## src/swp_regs.vh

```
/*
  Constants for the strap and wake-up pin block: register offsets, field
  positions, reset values and timing counts.
  Assumes a 25 MHz aclk; counts are derived from the times below.
*/
`ifndef SWP_REGS_VH
`define SWP_REGS_VH

// Register byte offsets on the AXI4-Lite slave.
`define SWP_CTRL_OFF       8'h00
`define SWP_STATUS_OFF     8'h04
`define SWP_EVENT_OFF      8'h08
`define SWP_CFGBASE_OFF    8'h0c

// Reset values.
`define SWP_CTRL_RST       32'h0000_0000
`define SWP_EVENT_RST      2'h0

// Control register fields.
`define SWP_CTRL_SUPPLY    0
`define SWP_CTRL_PRESS     1
`define SWP_CTRL_SBO0      2
`define SWP_CTRL_SBO1      3
`define SWP_CTRL_LED1_LSB  4
`define SWP_CTRL_LED2_LSB  8
`define SWP_CTRL_MASK      32'h0000_077f

// Event register fields.
`define SWP_EV_BUTTON      0
`define SWP_EV_RING        1

// Configuration index/data pair base addresses.
`define SWP_CFG_BASE_LO    16'h002e
`define SWP_CFG_BASE_HI    16'h004e

// LED modes.
`define SWP_LED_OFF        3'h0
`define SWP_LED_ON         3'h1
`define SWP_LED_Q25HZ      3'h2
`define SWP_LED_HALFHZ     3'h3
`define SWP_LED_1HZ        3'h4
`define SWP_LED_4HZ        3'h5

// AXI responses.
`define SWP_RESP_OKAY      2'h0
`define SWP_RESP_SLVERR    2'h2

// Timing: times in their own units, and each count sized to its 24-bit counter at 25 MHz.
`define SWP_CLK_KHZ        25000
`define SWP_DEBOUNCE_MS    16
`define SWP_DEBOUNCE_CYC   24'd400000
`define SWP_BLINK_TICK_MS  125
`define SWP_BLINK_TICK_CYC 24'd3125000
`define SWP_RING_GAP_MS    200
`define SWP_RING_GAP_CYC   24'd5000000
`define SWP_RING_PULSES    4'h3

`endif

```

## src/swp_debounce.v

```verilog
/*
  Level debouncer: a new input level is accepted only after it has stayed
  unchanged for CYCLES consecutive clocks.
  Assumes the input is already synchronous to aclk.
*/
`timescale 1ns/100ps
`default_nettype none

module swp_debounce #(
  parameter [23:0] CYCLES = 24'd400000
) (
  // Clock and reset.
  input  wire       aclk,
  input  wire       aresetn,
  // Level in and accepted level out.
  input  wire       level,
  output reg        stable_q
);

  reg [23:0] cnt_q;

  always @(posedge aclk) begin
    if (!aresetn) begin
      cnt_q    <= 24'h000000;
      stable_q <= 1'b1;
    end else if (level == stable_q) begin
      cnt_q <= 24'h000000;
    end else if (cnt_q >= CYCLES - 24'd1) begin
      cnt_q    <= 24'h000000;
      stable_q <= level;
    end else begin
      cnt_q <= cnt_q + 24'h000001;
    end
  end

endmodule // swp_debounce

`default_nettype wire

```

## src/swp_led_blink.v

```verilog
/*
  Two LED waveform generators sharing one prescaler.
  Assumes TICK is the half period of the fastest (4 Hz) waveform.
*/
`timescale 1ns/100ps
`default_nettype none
`include "swp_regs.vh"

module swp_led_blink #(
  parameter [23:0] TICK = 24'd3125000
) (
  // Clock and reset.
  input  wire       aclk,
  input  wire       aresetn,
  // Mode selects.
  input  wire [2:0] led1_mode,
  input  wire [2:0] led2_mode,
  // LED drives.
  output reg        led1_out,
  output reg        led2_out
);

  reg [23:0] pre_q;
  reg [4:0]  phase_q;

  function led_level;
    input [2:0] mode;
    input [4:0] ph;
    begin
      case (mode)
        `SWP_LED_ON:     led_level = 1'b1;
        `SWP_LED_Q25HZ:  led_level = ph[4];
        `SWP_LED_HALFHZ: led_level = ph[3];
        `SWP_LED_1HZ:    led_level = ph[2];
        `SWP_LED_4HZ:    led_level = ph[0];
        default:         led_level = 1'b0;
      endcase
    end
  endfunction

  // Each phase bit toggles at half the rate of the bit below it.
  always @(posedge aclk) begin
    if (!aresetn) begin
      pre_q    <= 24'h000000;
      phase_q  <= 5'h00;
      led1_out <= 1'b0;
      led2_out <= 1'b0;
    end else begin
      if (pre_q >= TICK - 24'd1) begin
        pre_q   <= 24'h000000;
        phase_q <= phase_q + 5'h01;
      end else begin
        pre_q <= pre_q + 24'h000001;
      end
      led1_out <= led_level(led1_mode, phase_q);
      led2_out <= led_level(led2_mode, phase_q);
    end
  end

endmodule // swp_led_blink

`default_nettype wire

```

## src/swp_top.v

```verilog
/*
  Strap capture and standby wake-up pin logic with an AXI4-Lite register
  slave. Straps are latched on the trailing edge of the system reset pin.
  Assumes all pin inputs are asynchronous to aclk and that open-drain pins
  have external pull-ups; the bench resolves pins from the enables.
*/
`timescale 1ns/100ps
`default_nettype none
`include "swp_regs.vh"

module swp_top #(
  parameter [23:0] DEBOUNCE_CYCLES = `SWP_DEBOUNCE_CYC,
  parameter [23:0] BLINK_TICK      = `SWP_BLINK_TICK_CYC,
  parameter [23:0] RING_GAP        = `SWP_RING_GAP_CYC
) (
  // Clock and reset.
  input  wire        aclk,
  input  wire        aresetn,
  // AXI4-Lite write address and data.
  input  wire        s_axi_awvalid,
  output wire        s_axi_awready,
  input  wire [31:0] s_axi_awaddr,
  input  wire [2:0]  s_axi_awprot,
  input  wire        s_axi_wvalid,
  output wire        s_axi_wready,
  input  wire [31:0] s_axi_wdata,
  input  wire [3:0]  s_axi_wstrb,
  // AXI4-Lite write response.
  output reg         s_axi_bvalid,
  input  wire        s_axi_bready,
  output reg  [1:0]  s_axi_bresp,
  // AXI4-Lite read.
  input  wire        s_axi_arvalid,
  output wire        s_axi_arready,
  input  wire [31:0] s_axi_araddr,
  input  wire [2:0]  s_axi_arprot,
  output reg         s_axi_rvalid,
  input  wire        s_axi_rready,
  output reg  [31:0] s_axi_rdata,
  output reg  [1:0]  s_axi_rresp,
  // System reset pin and strap pins.
  input  wire        sys_reset_n,
  input  wire        config_base_select_strap,
  input  wire        power_led_cfg_strap0,
  input  wire        power_led_cfg_strap1,
  input  wire        supply_on_polarity_strap,
  input  wire        test_strap,
  // Configuration pair decode.
  input  wire [15:0] io_addr,
  output wire        cfg_index_hit,
  output wire        cfg_data_hit,
  output reg         test_mode,
  // Shared pin 33: power button out, or standby_out0.
  output reg         power_button_out_n,
  output reg         power_button_out_oe,
  // Shared pin 34: supply on, or standby_out1.
  output reg         supply_on_out,
  output reg         supply_on_out_oe,
  // Shared pin 35: power button in, or standby_in2.
  input  wire        power_button_in_n,
  // Sleep-state inputs and ring input.
  input  wire        sleep_state3_in,
  input  wire        sleep_state5_in,
  input  wire        ring_in_n,
  // Power-up request, open drain.
  output reg         power_up_request_n,
  output reg         power_up_request_oe,
  // LEDs.
  output wire        led1_out,
  output wire        led2_out
);

  // Pin synchronisers; stage one feeds only stage two. Ring and button reset high, their idle level.
  localparam SYNC_W = 10;
  reg  [SYNC_W-1:0] sync1_q;
  reg  [SYNC_W-1:0] sync2_q;
  wire [SYNC_W-1:0] pins_raw;

  assign pins_raw = {ring_in_n, sleep_state5_in, sleep_state3_in, power_button_in_n,
                     test_strap, supply_on_polarity_strap, power_led_cfg_strap1,
                     power_led_cfg_strap0, config_base_select_strap, sys_reset_n};

  always @(posedge aclk) begin
    if (!aresetn) begin
      sync1_q <= 10'h240;
      sync2_q <= 10'h240;
    end else begin
      sync1_q <= pins_raw;
      sync2_q <= sync1_q;
    end
  end

  wire sys_rst_s = sync2_q[0];
  wire btn_s     = sync2_q[6];
  wire slp3_s    = sync2_q[7];
  wire slp5_s    = sync2_q[8];
  wire ring_s    = sync2_q[9];

  // Strap latches, loaded only at the release of system reset.
  reg  sys_rst_prev_q;
  reg  base_sel_q;
  reg  plc0_q;
  reg  plc1_q;
  reg  polarity_q;
  wire rst_release = sys_rst_s & ~sys_rst_prev_q;

  always @(posedge aclk) begin
    if (!aresetn) begin
      sys_rst_prev_q <= 1'b0;
      base_sel_q     <= 1'b0;
      plc0_q         <= 1'b0;
      plc1_q         <= 1'b0;
      polarity_q     <= 1'b0;
      test_mode      <= 1'b0;
    end else begin
      sys_rst_prev_q <= sys_rst_s;
      if (rst_release) begin
        base_sel_q <= sync2_q[1];
        plc0_q     <= sync2_q[2];
        plc1_q     <= sync2_q[3];
        polarity_q <= sync2_q[4];
        test_mode  <= sync2_q[5];
      end
    end
  end

  // Power functions only when both straps are low; either high selects GPIO.
  wire power_mode = ~plc0_q & ~plc1_q;

  // Configuration pair placement.
  function cfg_hit;
    input [15:0] addr;
    input [15:0] base;
    begin
      cfg_hit = (addr == base);
    end
  endfunction

  wire [15:0] cfg_base = base_sel_q ? `SWP_CFG_BASE_HI : `SWP_CFG_BASE_LO;
  assign cfg_index_hit = cfg_hit(io_addr, cfg_base);
  assign cfg_data_hit  = cfg_hit(io_addr, cfg_base + 16'h0001);

  // Power button debounce; pressed is low.
  wire btn_stable;

  swp_debounce #(
    .CYCLES (DEBOUNCE_CYCLES)
  ) u_debounce (
    .aclk     (aclk),
    .aresetn  (aresetn),
    .level    (btn_s),
    .stable_q (btn_stable)
  );

  reg  btn_prev_q;
  wire btn_pressed = ~btn_stable;
  wire btn_event   = power_mode & btn_pressed & ~btn_prev_q;

  // Ring pulse-train detector: enough falling edges without a long gap.
  reg        ring_prev_q;
  reg [3:0]  ring_cnt_q;
  reg [23:0] ring_gap_q;
  reg        ring_event;
  wire       ring_fall = ring_prev_q & ~ring_s;

  always @(posedge aclk) begin
    if (!aresetn) begin
      btn_prev_q  <= 1'b0;
      ring_prev_q <= 1'b1;
      ring_cnt_q  <= 4'h0;
      ring_gap_q  <= 24'h000000;
      ring_event  <= 1'b0;
    end else begin
      btn_prev_q  <= btn_pressed;
      ring_prev_q <= ring_s;
      ring_event  <= 1'b0;
      if (ring_fall) begin
        ring_gap_q <= 24'h000000;
        if (ring_cnt_q + 4'h1 >= `SWP_RING_PULSES) begin
          ring_cnt_q <= 4'h0;
          ring_event <= 1'b1;
        end else begin
          ring_cnt_q <= ring_cnt_q + 4'h1;
        end
      end else if (ring_gap_q >= RING_GAP - 24'd1) begin
        ring_gap_q <= 24'h000000;
        ring_cnt_q <= 4'h0;
      end else if (ring_cnt_q != 4'h0) begin
        ring_gap_q <= ring_gap_q + 24'h000001;
      end
    end
  end

  // Register file.
  reg [31:0] ctrl_q;
  reg [1:0]  event_q;

  function [31:0] strb_merge;
    input [31:0] old;
    input [31:0] data;
    input [3:0]  strb;
    integer i;
    begin
      strb_merge = old;
      for (i = 0; i < 4; i = i + 1) begin
        if (strb[i]) begin
          strb_merge[i*8 +: 8] = data[i*8 +: 8];
        end
      end
    end
  endfunction

  function mapped;
    input [31:0] addr;
    begin
      mapped = (addr[31:4] == 28'h0000000) && (addr[1:0] == 2'h0);
    end
  endfunction

  // AXI write path: address and data are taken independently.
  reg        aw_got_q;
  reg        w_got_q;
  reg [31:0] awaddr_q;
  reg [31:0] wdata_q;
  reg [3:0]  wstrb_q;

  assign s_axi_awready = ~aw_got_q & ~s_axi_bvalid;
  assign s_axi_wready  = ~w_got_q & ~s_axi_bvalid;

  wire aw_hs  = s_axi_awvalid & s_axi_awready;
  wire w_hs   = s_axi_wvalid & s_axi_wready;
  wire wr_go  = aw_got_q & w_got_q;
  wire wr_ok  = mapped(awaddr_q);
  wire [7:0] wr_off = awaddr_q[7:0];
  wire ev_clr_wr = wr_go & wr_ok & (wr_off == `SWP_EVENT_OFF) & wstrb_q[0];
  wire [1:0] ev_clr = ev_clr_wr ? wdata_q[1:0] : 2'h0;
  wire [1:0] ev_set = {ring_event, btn_event};

  always @(posedge aclk) begin
    if (!aresetn) begin
      aw_got_q     <= 1'b0;
      w_got_q      <= 1'b0;
      awaddr_q     <= 32'h00000000;
      wdata_q      <= 32'h00000000;
      wstrb_q      <= 4'h0;
      s_axi_bvalid <= 1'b0;
      s_axi_bresp  <= `SWP_RESP_OKAY;
      ctrl_q       <= `SWP_CTRL_RST;
      event_q      <= `SWP_EVENT_RST;
    end else begin
      if (aw_hs) begin
        aw_got_q <= 1'b1;
        awaddr_q <= s_axi_awaddr;
      end
      if (w_hs) begin
        w_got_q <= 1'b1;
        wdata_q <= s_axi_wdata;
        wstrb_q <= s_axi_wstrb;
      end
      if (wr_go) begin
        aw_got_q     <= 1'b0;
        w_got_q      <= 1'b0;
        s_axi_bvalid <= 1'b1;
        s_axi_bresp  <= wr_ok ? `SWP_RESP_OKAY : `SWP_RESP_SLVERR;
        if (wr_ok && wr_off == `SWP_CTRL_OFF) begin
          ctrl_q <= strb_merge(ctrl_q, wdata_q, wstrb_q) & `SWP_CTRL_MASK;
        end
      end else if (s_axi_bvalid && s_axi_bready) begin
        s_axi_bvalid <= 1'b0;
      end
      // A new event in the clearing cycle survives the clear.
      event_q <= (event_q & ~ev_clr) | ev_set;
    end
  end

  // AXI read path: data one cycle after the address is taken.
  assign s_axi_arready = ~s_axi_rvalid;
  wire ar_hs = s_axi_arvalid & s_axi_arready;
  reg [31:0] rd_word;

  always @* begin
    rd_word = 32'h00000000;
    case (s_axi_araddr[7:0])
      `SWP_CTRL_OFF:    rd_word = ctrl_q;
      `SWP_STATUS_OFF:  rd_word = {22'h000000, power_mode, btn_s, slp5_s, slp3_s, btn_pressed,
                                   test_mode, polarity_q, plc1_q, plc0_q, base_sel_q};
      `SWP_EVENT_OFF:   rd_word = {30'h00000000, event_q};
      `SWP_CFGBASE_OFF: rd_word = {16'h0000, cfg_base};
      default:          rd_word = 32'h00000000;
    endcase
  end

  always @(posedge aclk) begin
    if (!aresetn) begin
      s_axi_rvalid <= 1'b0;
      s_axi_rdata  <= 32'h00000000;
      s_axi_rresp  <= `SWP_RESP_OKAY;
    end else if (ar_hs) begin
      s_axi_rvalid <= 1'b1;
      s_axi_rdata  <= mapped(s_axi_araddr) ? rd_word : 32'h00000000;
      s_axi_rresp  <= mapped(s_axi_araddr) ? `SWP_RESP_OKAY : `SWP_RESP_SLVERR;
    end else if (s_axi_rvalid && s_axi_rready) begin
      s_axi_rvalid <= 1'b0;
    end
  end

  // LEDs.
  swp_led_blink #(
    .TICK (BLINK_TICK)
  ) u_led (
    .aclk      (aclk),
    .aresetn   (aresetn),
    .led1_mode (ctrl_q[`SWP_CTRL_LED1_LSB +: 3]),
    .led2_mode (ctrl_q[`SWP_CTRL_LED2_LSB +: 3]),
    .led1_out  (led1_out),
    .led2_out  (led2_out)
  );

  // Pin drivers, registered so the pads never see decode glitches.
  wire supply_on = ctrl_q[`SWP_CTRL_SUPPLY];
  wire press_out = btn_pressed | ctrl_q[`SWP_CTRL_PRESS];

  always @(posedge aclk) begin
    if (!aresetn) begin
      power_button_out_n  <= 1'b0;
      power_button_out_oe <= 1'b0;
      supply_on_out       <= 1'b0;
      supply_on_out_oe    <= 1'b0;
      power_up_request_n  <= 1'b0;
      power_up_request_oe <= 1'b0;
    end else begin
      power_up_request_n  <= 1'b0;
      power_up_request_oe <= |event_q;
      if (power_mode) begin
        power_button_out_n  <= 1'b0;
        power_button_out_oe <= press_out;
        if (polarity_q) begin
          supply_on_out    <= supply_on;
          supply_on_out_oe <= 1'b1;
        end else begin
          supply_on_out    <= 1'b0;
          supply_on_out_oe <= supply_on;
        end
      end else begin
        power_button_out_n  <= ctrl_q[`SWP_CTRL_SBO0];
        power_button_out_oe <= 1'b1;
        supply_on_out       <= ctrl_q[`SWP_CTRL_SBO1];
        supply_on_out_oe    <= 1'b1;
      end
    end
  end

endmodule // swp_top

`default_nettype wire

```

## config.mk

```make
export PLATFORM = sky130hd
export DESIGN_NAME = swp_top
export DESIGN_NICKNAME = d
export VERILOG_FILES = /design/src/swp_debounce.v /design/src/swp_led_blink.v /design/src/swp_top.v
export VERILOG_INCLUDE_DIRS = /design/src /design/src/src
export SDC_FILE = /design/constraint.sdc
export NUM_CORES = 1
export LEC_CHECK = 0
export ABC_AREA = 1
export BUFFER_PORTS_ARGS = -buffer_cell sky130_fd_sc_hd__buf_2
export CAP_MARGIN = 20
export CORE_ASPECT_RATIO = 1.4
export CORE_MARGIN = 5
export CORE_UTILIZATION = 35
export CTS_BUF_LIST = sky130_fd_sc_hd__clkbuf_16
export CTS_CLUSTER_DIAMETER = 80
export DETAILED_ROUTE_END_ITERATION = 8
export PLACE_DENSITY = 0.61
export SYNTH_ARGS = -nofsm -noshare
export SYNTH_HDL_FRONTEND = slang
export SYNTH_HIERARCHICAL = 1
export SYNTH_SLANG_ARGS = --single-unit
```

## constraint.sdc

```tcl
create_clock -name aclk -period 1.4 [get_ports aclk]
set_input_delay 0.14 -clock aclk [delete_from_list [all_inputs] [get_ports aclk]]
set_output_delay 0.14 -clock aclk [all_outputs]
set_load 0.05 [all_outputs]
```

## After elaboration in Yosys (flattened, before gate mapping)

Cells that the tools add are included.

- Bits in registers: 215
- Input port bits: 139
- Output and inout bits: 52
- Word-level logic and storage cells: 140

- $add $sub $neg: 6
- $lt $le $gt $ge: 4
- Eq/ne operators: 17
- Muxes and demuxes: 21
- Bitwise logic cells: 30
- Reductions and logical operators: 25

Operators by type and width:

| kind | number |
|---|---|
| $add A24 B1 Y24 const B | 3 |
| $logic_not A28 Y1 | 2 |
| $pmux W11 S4 | 1 |
| $mux W32 | 1 |
| $eq A8 B4 Y1 const B | 3 |
| $ge A24 B19 Y1 const B | 1 |
| $ge A24 B22 Y1 const B | 1 |
| $ge A24 B23 Y1 const B | 1 |
| $eq A16 B7 Y1 | 1 |
| $eq A16 B8 Y1 | 1 |
| $logic_not A8 Y1 | 2 |
| $and A1 B1 Y1 | 14 |
| $eq A3 B2 Y1 const B | 4 |
| $eq A3 B3 Y1 const B | 4 |
| $mux W4 | 3 |
| $not A1 Y1 | 12 |
| $mux W1 | 10 |
| $pmux W1 S5 | 2 |
| $add A7 B1 Y8 const B | 1 |
| $eq A8 B3 Y1 const B | 1 |
| $reduce_or A2 Y1 | 4 |
| $mux W7 | 1 |
| $eq A3 B1 Y1 const B | 2 |
| $mux W2 | 3 |
| other kinds (15) | 25 |

## Depth between registers and ports, before layout

Gate-level depths: netlist of the first run.

- Word-level depth: 9
- Gate-level depth with buffers: 11
- Depth with buffers taken out: 11

## Cells and area by module

Netlist of the first run, hierarchy kept.

Modules (own cells, without submodules):

| module | instances | cells each | area an instance (um^2) | sequential area each (um^2) |
|---|---|---|---|---|
| swp_top | 1 | 834 | 5,874.4 | 2,702.6 |
| swp_led_blink | 1 | 225 | 1,744.2 | 620.6 |
| swp_debounce | 1 | 170 | 1,275.0 | 500.5 |

## Worst setup path before layout of the first run

OpenSTA, ideal clock, no wires.

- Path type: register -> register
- Start point: register s_axi_bvalid
- End point: register wdata_q[0]
- Setup time: 64 ps
- Arrival: 2,009 ps
- Required time: 1,336 ps
- Setup slack: -673 ps
- Cell stages (with the launch flop): 7
- Path buffers: 1
- Period minus slack after synthesis: 2,073 ps
- Cell sequence: dfxtp_1 nor2_1 nand2_1 inv_1 clkbuf_1 nor2_1 nor2_1

- Longest elaborated chain between the ends: 3

RTL lines:

| element | line | source |
|---|---|---|
| from (decl) | swp_top.v:29 | `output reg s_axi_bvalid,` |
| from (signal assigned) | swp_top.v:246 | `s_axi_bvalid <= 1'b0;` |
| from (signal assigned) | swp_top.v:263 | `s_axi_bvalid <= 1'b1;` |
| from (signal assigned) | swp_top.v:269 | `s_axi_bvalid <= 1'b0;` |
| $not A1 Y1 | swp_top.v:228 | `assign s_axi_wready = ~w_got_q & ~s_axi_bvalid;` |
| $and A1 B1 Y1 | swp_top.v:228 |  |
| via s_axi_wready | swp_top.v:25 | `output wire s_axi_wready,` |
| $and A1 B1 Y1 | swp_top.v:231 | `wire w_hs = s_axi_wvalid & s_axi_wready;` |
| to (signal assigned) | swp_top.v:257 | `wdata_q <= s_axi_wdata;` |
| to (decl) | swp_top.v:224 | `reg [31:0] wdata_q;` |

The timed path passes the listed nets, and every way through them passes these cells.
A chain may end at the register's enable or synchronous reset.

## Worst setup path in the final report of the first run

- Start point: register base_sel_q
- End point: output port cfg_data_hit

- Longest elaborated chain between the ends: 3

RTL lines:

| element | line | source |
|---|---|---|
| from (decl) | swp_top.v:101 | `reg base_sel_q;` |
| from (signal assigned) | swp_top.v:118 | `base_sel_q <= sync2_q[1];` |
| $mux W7 (no line) | -- |  |
| $add A7 B1 Y8 | swp_top.v:141 | `assign cfg_data_hit = cfg_hit(io_addr, cfg_base + 16'h0001);` |
| $eq A16 B8 Y1 | swp_top.v:135 | `cfg_hit = (addr == base);` |
| to (decl) | swp_top.v:51 | `output wire cfg_data_hit,` |

No other way between the ends.

==> results of run 1 <==
==> layer usage <==
| metal | part of all wire (%) | vias up | global-route usage (%) |
|---|---|---|---|
| li1 | - | 4375 | - |
| met1 | 40 | 3849 | 17.9 |
| met2 | 56 | 102 | 30.2 |
| met3 | 2.5 | 33 | 2.65 |
| met4 | 2.1 | 0 | 6.08 |
| met5 | 0 | - | 0 |
==> cells in the mapped netlist, types with 2 or more instances <==
library cell    n  share of area [%]
a21oi_1        49                2.8
a21oi_2         5               0.49
a31oi_1         2               0.14
buf_2           6               0.34
buf_4          25                2.1
buf_6           2               0.25
clkbuf_1       15               0.63
clkbuf_8        2               0.31
conb_1          3               0.13
dfxtp_1       191                 43
ha_1            7               0.98
inv_1         120                5.1
inv_2          10               0.42
nand2_1       239                 10
nand2_2         9               0.63
nand3_1        68                3.8
nand3_2         4               0.45
nand3_4         4               0.79
nand3b_1        4               0.34
nand4_1        21                1.5
nor2_1        261                 11
nor2_2         15                1.1
nor2_4         19                2.4
nor3_1         17               0.96
nor3_2          5               0.56
nor3_4          3               0.55
nor3b_1         2               0.17
nor4_1          2               0.14
o21ai_0        63                3.5
or2_0           2               0.14
or2_2           9               0.63
xnor2_1        10               0.98
xor2_1         22                2.2
==> layout make-up <==
cell class,count,share of cell area [%]
clock buffers,17,3.41
clock inverters,14,0.652
inverters,131,3.98
multi-input cells,884,40.3
flip-flops and latches,191,31.0
well taps,319,3.20
repair buffers,289,17.4
==> metrics by stage <==
step	area [um2]	hold slack [ns]	total power, mW
2_1_floorplan	9080	0.224	6.69
3_3_place_gp	10400	0.329	7.02
3_5_place_dp	10400	0.326	7.04
4_1_cts	11900	0.00112	11.5
5_1_grt	12500	0.0373	12.0
6_report	12500	0.0191	11.4
==> worst min-delay path by stage <==
stage                startpoint                          endpoint  slack [ns]  cells after the start
6_report       s_axi_awaddr[16]         awaddr_q[16]$_SDFFE_PN0P_        0.02                      3
5_1_grt         s_axi_wdata[10]          wdata_q[10]$_SDFFE_PN0P_        0.04                      3
4_1_cts        s_axi_awaddr[29]         awaddr_q[29]$_SDFFE_PN0P_       0.001                      3
3_5_place_dp    sleep_state5_in             sync1_q[8]$_SDFF_PN0_        0.33                      3
3_3_place_gp         test_strap             sync1_q[5]$_SDFF_PN0_        0.33                      3
2_1_floorplan           aresetn  u_debounce/stable_q$_SDFFE_PN1P_        0.22                      1
==> logic make-up (layout without fill, tap and decap cells) <==
group           Yosys count  in the layout  share of synthesized area, %
compound gates          125            125                          7.54
xor+xnor                 32             32                          3.15
fa+ha+maj                 7              7                         0.985
buf+inv                 184            451                          9.61
flops                   191            191                          43.0
other cells               3             32                         0.127
simple gates            687            688                          35.6
==> repair_timing <==
item	in CTS	in global routing
hold buffers	46	0
endpoints found under the hold margin	46	0
setup buffers	21	10
resized for setup	80	134
endpoints found under the setup margin	69	97
cloned	4	3
pin swaps	33	44
==> critical path: stages, from the launching register on <==
cell and delay (ns):
dfxtp_2 0.35, a21oi_2 0.04, nor2_1 0.08, nand4_1 0.22, nor3b_4 0.26, buf_6 0.19
==> state kept, by name, summed over array words and instances (netlist names), 2 cells and up <==
name and count:
awaddr_q 32, ctrl_q 10, wdata_q 10, u_led/pre_q 24, u_led/phase_q 5, u_debounce/cnt_q 24, s_axi_rdata 11, sync1_q 10
ring_gap_q 24, sync2_q 10, ring_cnt_q 4, wstrb_q 2, event_q 2
==> power groups by stage <==
stage,Sequential [mW],Clock (mW),Combinational [mW]
final,5.77,4.29,1.36
after global routing,5.79,4.66,1.52
after CTS,5.77,4.43,1.35
after detailed placement,5.88,0,1.16
after global placement,5.87,0,1.14
after floorplan,5.91,0,0.778
==> flow_metrics.tcl, run 1 <==
set metrics [dict create \
    grt-ovfl-total 0 \
    fillers 2463 \
    final_nets 1660 \
    async_flop_share_pct 0 \
    power_density_nw_per_um2 916 \
    grt_pass1_wl_um 37400 \
    violations "negative setup slack" \
    areaGrowthSynthToFinish_pct 40.3 \
    arrival_ns 1.56 \
    antenna_found_initial 0 \
    finalNonFillerCells 1845 \
    rsz0062_at_grt "true" \
    max_cap_violations 0 \
    synth.avg_cell_area_um2 7.24 \
    pwr-share-comb_pct 11.9 \
    worstPathRequired_ns 1.26 \
    r2r_cells 7 \
    wirelength_um 23100 \
    syn_inst 1229 \
    fin_crit_sh_pct 121 \
    die_h_um 199 \
    dp.cells 1735 \
    cts_root_buf "clkbuf_16" \
    die_width_um 145 \
    layout_min_cycle_time_ns 1.70 \
    criticalPathCategory "reg2out" \
    drc_errors 0 \
    insertion_delay_ns 0.43 \
    grt_pass1_vias 8149 \
    h-tree-depth 4 \
    postLayoutSetupSlackWorst_ns -0.296 \
    reg2reg_setup_slack_ns -0.18 \
    port-buffer-count 136 \
    rr_endpoint "ring_gap_q[10]$_SDFFE_PP0P_" \
    antenna_cells 0 \
    rr_startpoint "ring_gap_q[0]$_SDFFE_PP0P_" \
    ys_ff_latch 191 \
    netlist-cell-type-count 46 \
    setup_violations 36 \
    seq_area_um2 3870 \
    synth-edff-count 0 \
    grtUsageTotal_pct 16.1 \
    endpoint "cfg_data_hit" \
    vias 8359 \
    drive_above_1_share_pct 34.1 \
    clkPwrFrac_pct 37.6 \
    num_io_pins 191 \
    most-common-layout-cells "219 x nor2_1, 216 x nand2_1, 155 x dfxtp_1" \
    drt_first_pass_iters 4 \
    seq_power_share_pct 50.5 \
    start_util_pct 35.3 \
    drt_iter0_markers 314 \
    place.gp.congestion 0.878 \
    grt_max_degree 57 \
    final_common_cell "nor2_1" \
    switching_share_pct 26.4 \
    synth-main-ff-cell "dfxtp_1" \
    multi_input_comb_area_um2 5030 \
    status "complete, but fails checks" \
    fin_skew_ns 0.0107 \
    crit_start "base_sel_q$_SDFFE_PN0P_" \
    ant_nets 0 \
    dieArea_um2 28700 \
    fin_setup_tns_ns -3.12 \
    switching_power_mw 3.02 \
    clockBufferDepth 2 \
    dp_hpwl_um 16500 \
    core-area_um2 25200 \
    dpl_worst_slack_ns -0.158 \
    clock-sinks 191 \
    cp_max_fo 3 \
    synth_warnings 6 \
    numCtsBuffers 17 \
    final-max-slew-violation-count 0 \
    ir_drop_mv 0.892 \
    syn_area_um2 8890 \
    max_freq_ghz 0.590 \
    power_leakage_nw 5.32 \
    via_per_inst 4.53 \
    crit_path_end_kind "primary output" \
    start_kind "register" \
    cts_tree "done" \
    placementRows 69 \
    clk_pin_slew_worst_paths_ns 0.07 \
    avgRoutedWirePerCell_um 12.5 \
    final_hold_viol_count 0 \
    min_path_type "in2reg" \
    yosysSeqAreaShare_pct 43.0 \
    final_util_pct 49.5 \
    p_int_mw 8.41 \
]
(Power assumes the default switching activity.)
==> inputs of run 2 (changes only) <==
SETUP_SLACK_MARGIN = 0.4   (was not set)
==> flow_metrics.tcl, run 2 (synthesized netlist as in run 1, its figures left out) <==
set metrics [dict create \
    status "complete, but fails checks" \
    violations "negative setup slack" \
    fin_crit_sh_pct 121 \
    placementRows 69 \
    areaGrowthSynthToFinish_pct 63.8 \
    total_power_mw 12.8 \
    die_width_um 145 \
    start_util_pct 35.3 \
    grt-ovfl-total 0 \
    vias 8982 \
    cp_max_fo 7 \
    criticalPathCategory "reg2reg" \
    most-common-layout-cells "184 x nand2_1, 163 x nor2_1, 128 x dfxtp_1" \
    setup_violations 74 \
    postLayoutSetupSlackWorst_ns -0.288 \
    num_io_pins 191 \
    worstPathRequired_ns 1.78 \
    final_hold_viol_count 0 \
    clock-sinks 191 \
    postLayoutCellArea_um2 14600 \
    h-tree-depth 4 \
    insertion_delay_ns 0.44 \
    top_register "awaddr_q" \
    drt_iter0_markers 417 \
    dp_hpwl_um 15700 \
    finalNonFillerCells 1906 \
    place.gp.congestion 0.831 \
    core-area_um2 25200 \
    crit_path_end_kind "register" \
    grt_max_degree 84 \
    clkPwrFrac_pct 38.6 \
    clockBufferDepth 2 \
    numCtsBuffers 17 \
    drc_errors 0 \
    rsz0062_at_grt "true" \
    clk_pin_slew_worst_paths_ns 0.09 \
    place_area_um2 10700 \
    antenna_found_initial 1 \
    pwr-share-comb_pct 16.0 \
    p_int_mw 8.97 \
    largest_register_ff_count 32 \
    switching_share_pct 30.1 \
    grt_pass1_wl_um 39800 \
    final_nets 1719 \
    ant_nets 0 \
    cts_root_buf "clkbuf_16" \
    layout_min_cycle_time_ns 1.69 \
    max_freq_ghz 0.592 \
    ir_drop_mv 0.829 \
    final-max-slew-violation-count 0 \
    final_common_cell "nand2_1" \
    cts_tree "done" \
    fin_skew_ns 0.0175 \
    arrival_ns 2.06 \
    wirelength_um 26300 \
    port-buffer-count 136 \
    drt_first_pass_iters 5 \
    dieArea_um2 28700 \
    switching_power_mw 3.85 \
    max_cap_violations 0 \
    final_util_pct 57.8 \
    start_kind "register" \
    avgRoutedWirePerCell_um 13.8 \
    grt_pass1_vias 8811 \
    fin_setup_tns_ns -6.61 \
    dpl_worst_slack_ns -0.0843 \
    grtUsageTotal_pct 17.0 \
    min_path_type "in2reg" \
    drive_above_1_share_pct 47.7 \
    die_h_um 199 \
    timing.hold.ws_ns 0.148 \
    power_leakage_nw 6.13 \
    power_density_nw_per_um2 880 \
    seq_power_share_pct 45.4 \
    dp.cells 1739 \
    via_per_inst 4.71 \
]
## run 2: changes by cell type in the layout (fill, tap and decap cells not counted), moves of 27 or more
cell / before / now
buf_6: 11 / 41
dfxtp_1: 155 / 128
nand2_1: 216 / 184
nor2_1: 219 / 163
nor2_4: 38 / 76
o21ai_0: 63 / 16
o21ai_2: 0 / 36
## run 2: per-layer routing
layer  wire (um)  GRT usage (%)
met5           0              0
met3         740           2.96
met2       14900           32.6
met1       10100           18.5
met4         553           5.43
## run 2: repair_timing
action | 4_1_cts | 5_1_grt
setup endpoints to repair | 179 | 176
hold buffers | 56 | 0
cloned | 13 | 1
endpoints found under the hold margin | 56 | 0
gates resized for setup | 346 | 210
pin swaps | 78 | 81
setup buffers | 48 | 16
## run 2: power groups by stage
stage                     Clock (mW)  Sequential [mW]  Combinational, mW
after floorplan                    0             5.91              0.865
after global placement             0             5.88               1.17
after detailed placement           0             5.88               1.18
after CTS                       5.04             5.80               1.81
after global routing            5.29             5.84               2.20
final                           4.95             5.82               2.05
## run 2: worst paths after layout
kind	slack, ns	depth (start not counted)	endpoint	startpoint
hold / removal	0.15	3	u_debounce/stable_q$_SDFFE_PN1P_	aresetn
hold reg to reg	0.42	2	sync2_q[5]$_SDFF_PN0_	sync1_q[5]$_SDFF_PN0_
setup reg to reg	-0.29	10	ctrl_q[2]$_SDFFE_PN0P_	awaddr_q[16]$_SDFFE_PN0P_
setup / recovery	-0.29	10	ctrl_q[2]$_SDFFE_PN0P_	awaddr_q[16]$_SDFFE_PN0P_
## run 2: layout make-up
cell class                      count  area [um2]
Fill cell                        2107       10600
Multi-Input combinational cell    886        5870
Sequential cell                   191        3940
Timing Repair Buffer              343        3100
Inverter                          131         542
Clock buffer                       17         425
Tap cell                          319         399
Clock inverter                     15         190
Timing Repair inverter              3        90.1
Antenna cell                        1        2.50
## run 2: critical path: stages (launching register included)
cell and delay (ns):
dfxtp_1 0.34, nor2_1 0.16, nand2_1 0.11, nor2_2 0.17
nand2_2 0.08, nor2_4 0.22, buf_6 0.14, nand3_4 0.12
nand2_2 0.12, nand2_2 0.05, nor2_2 0.10
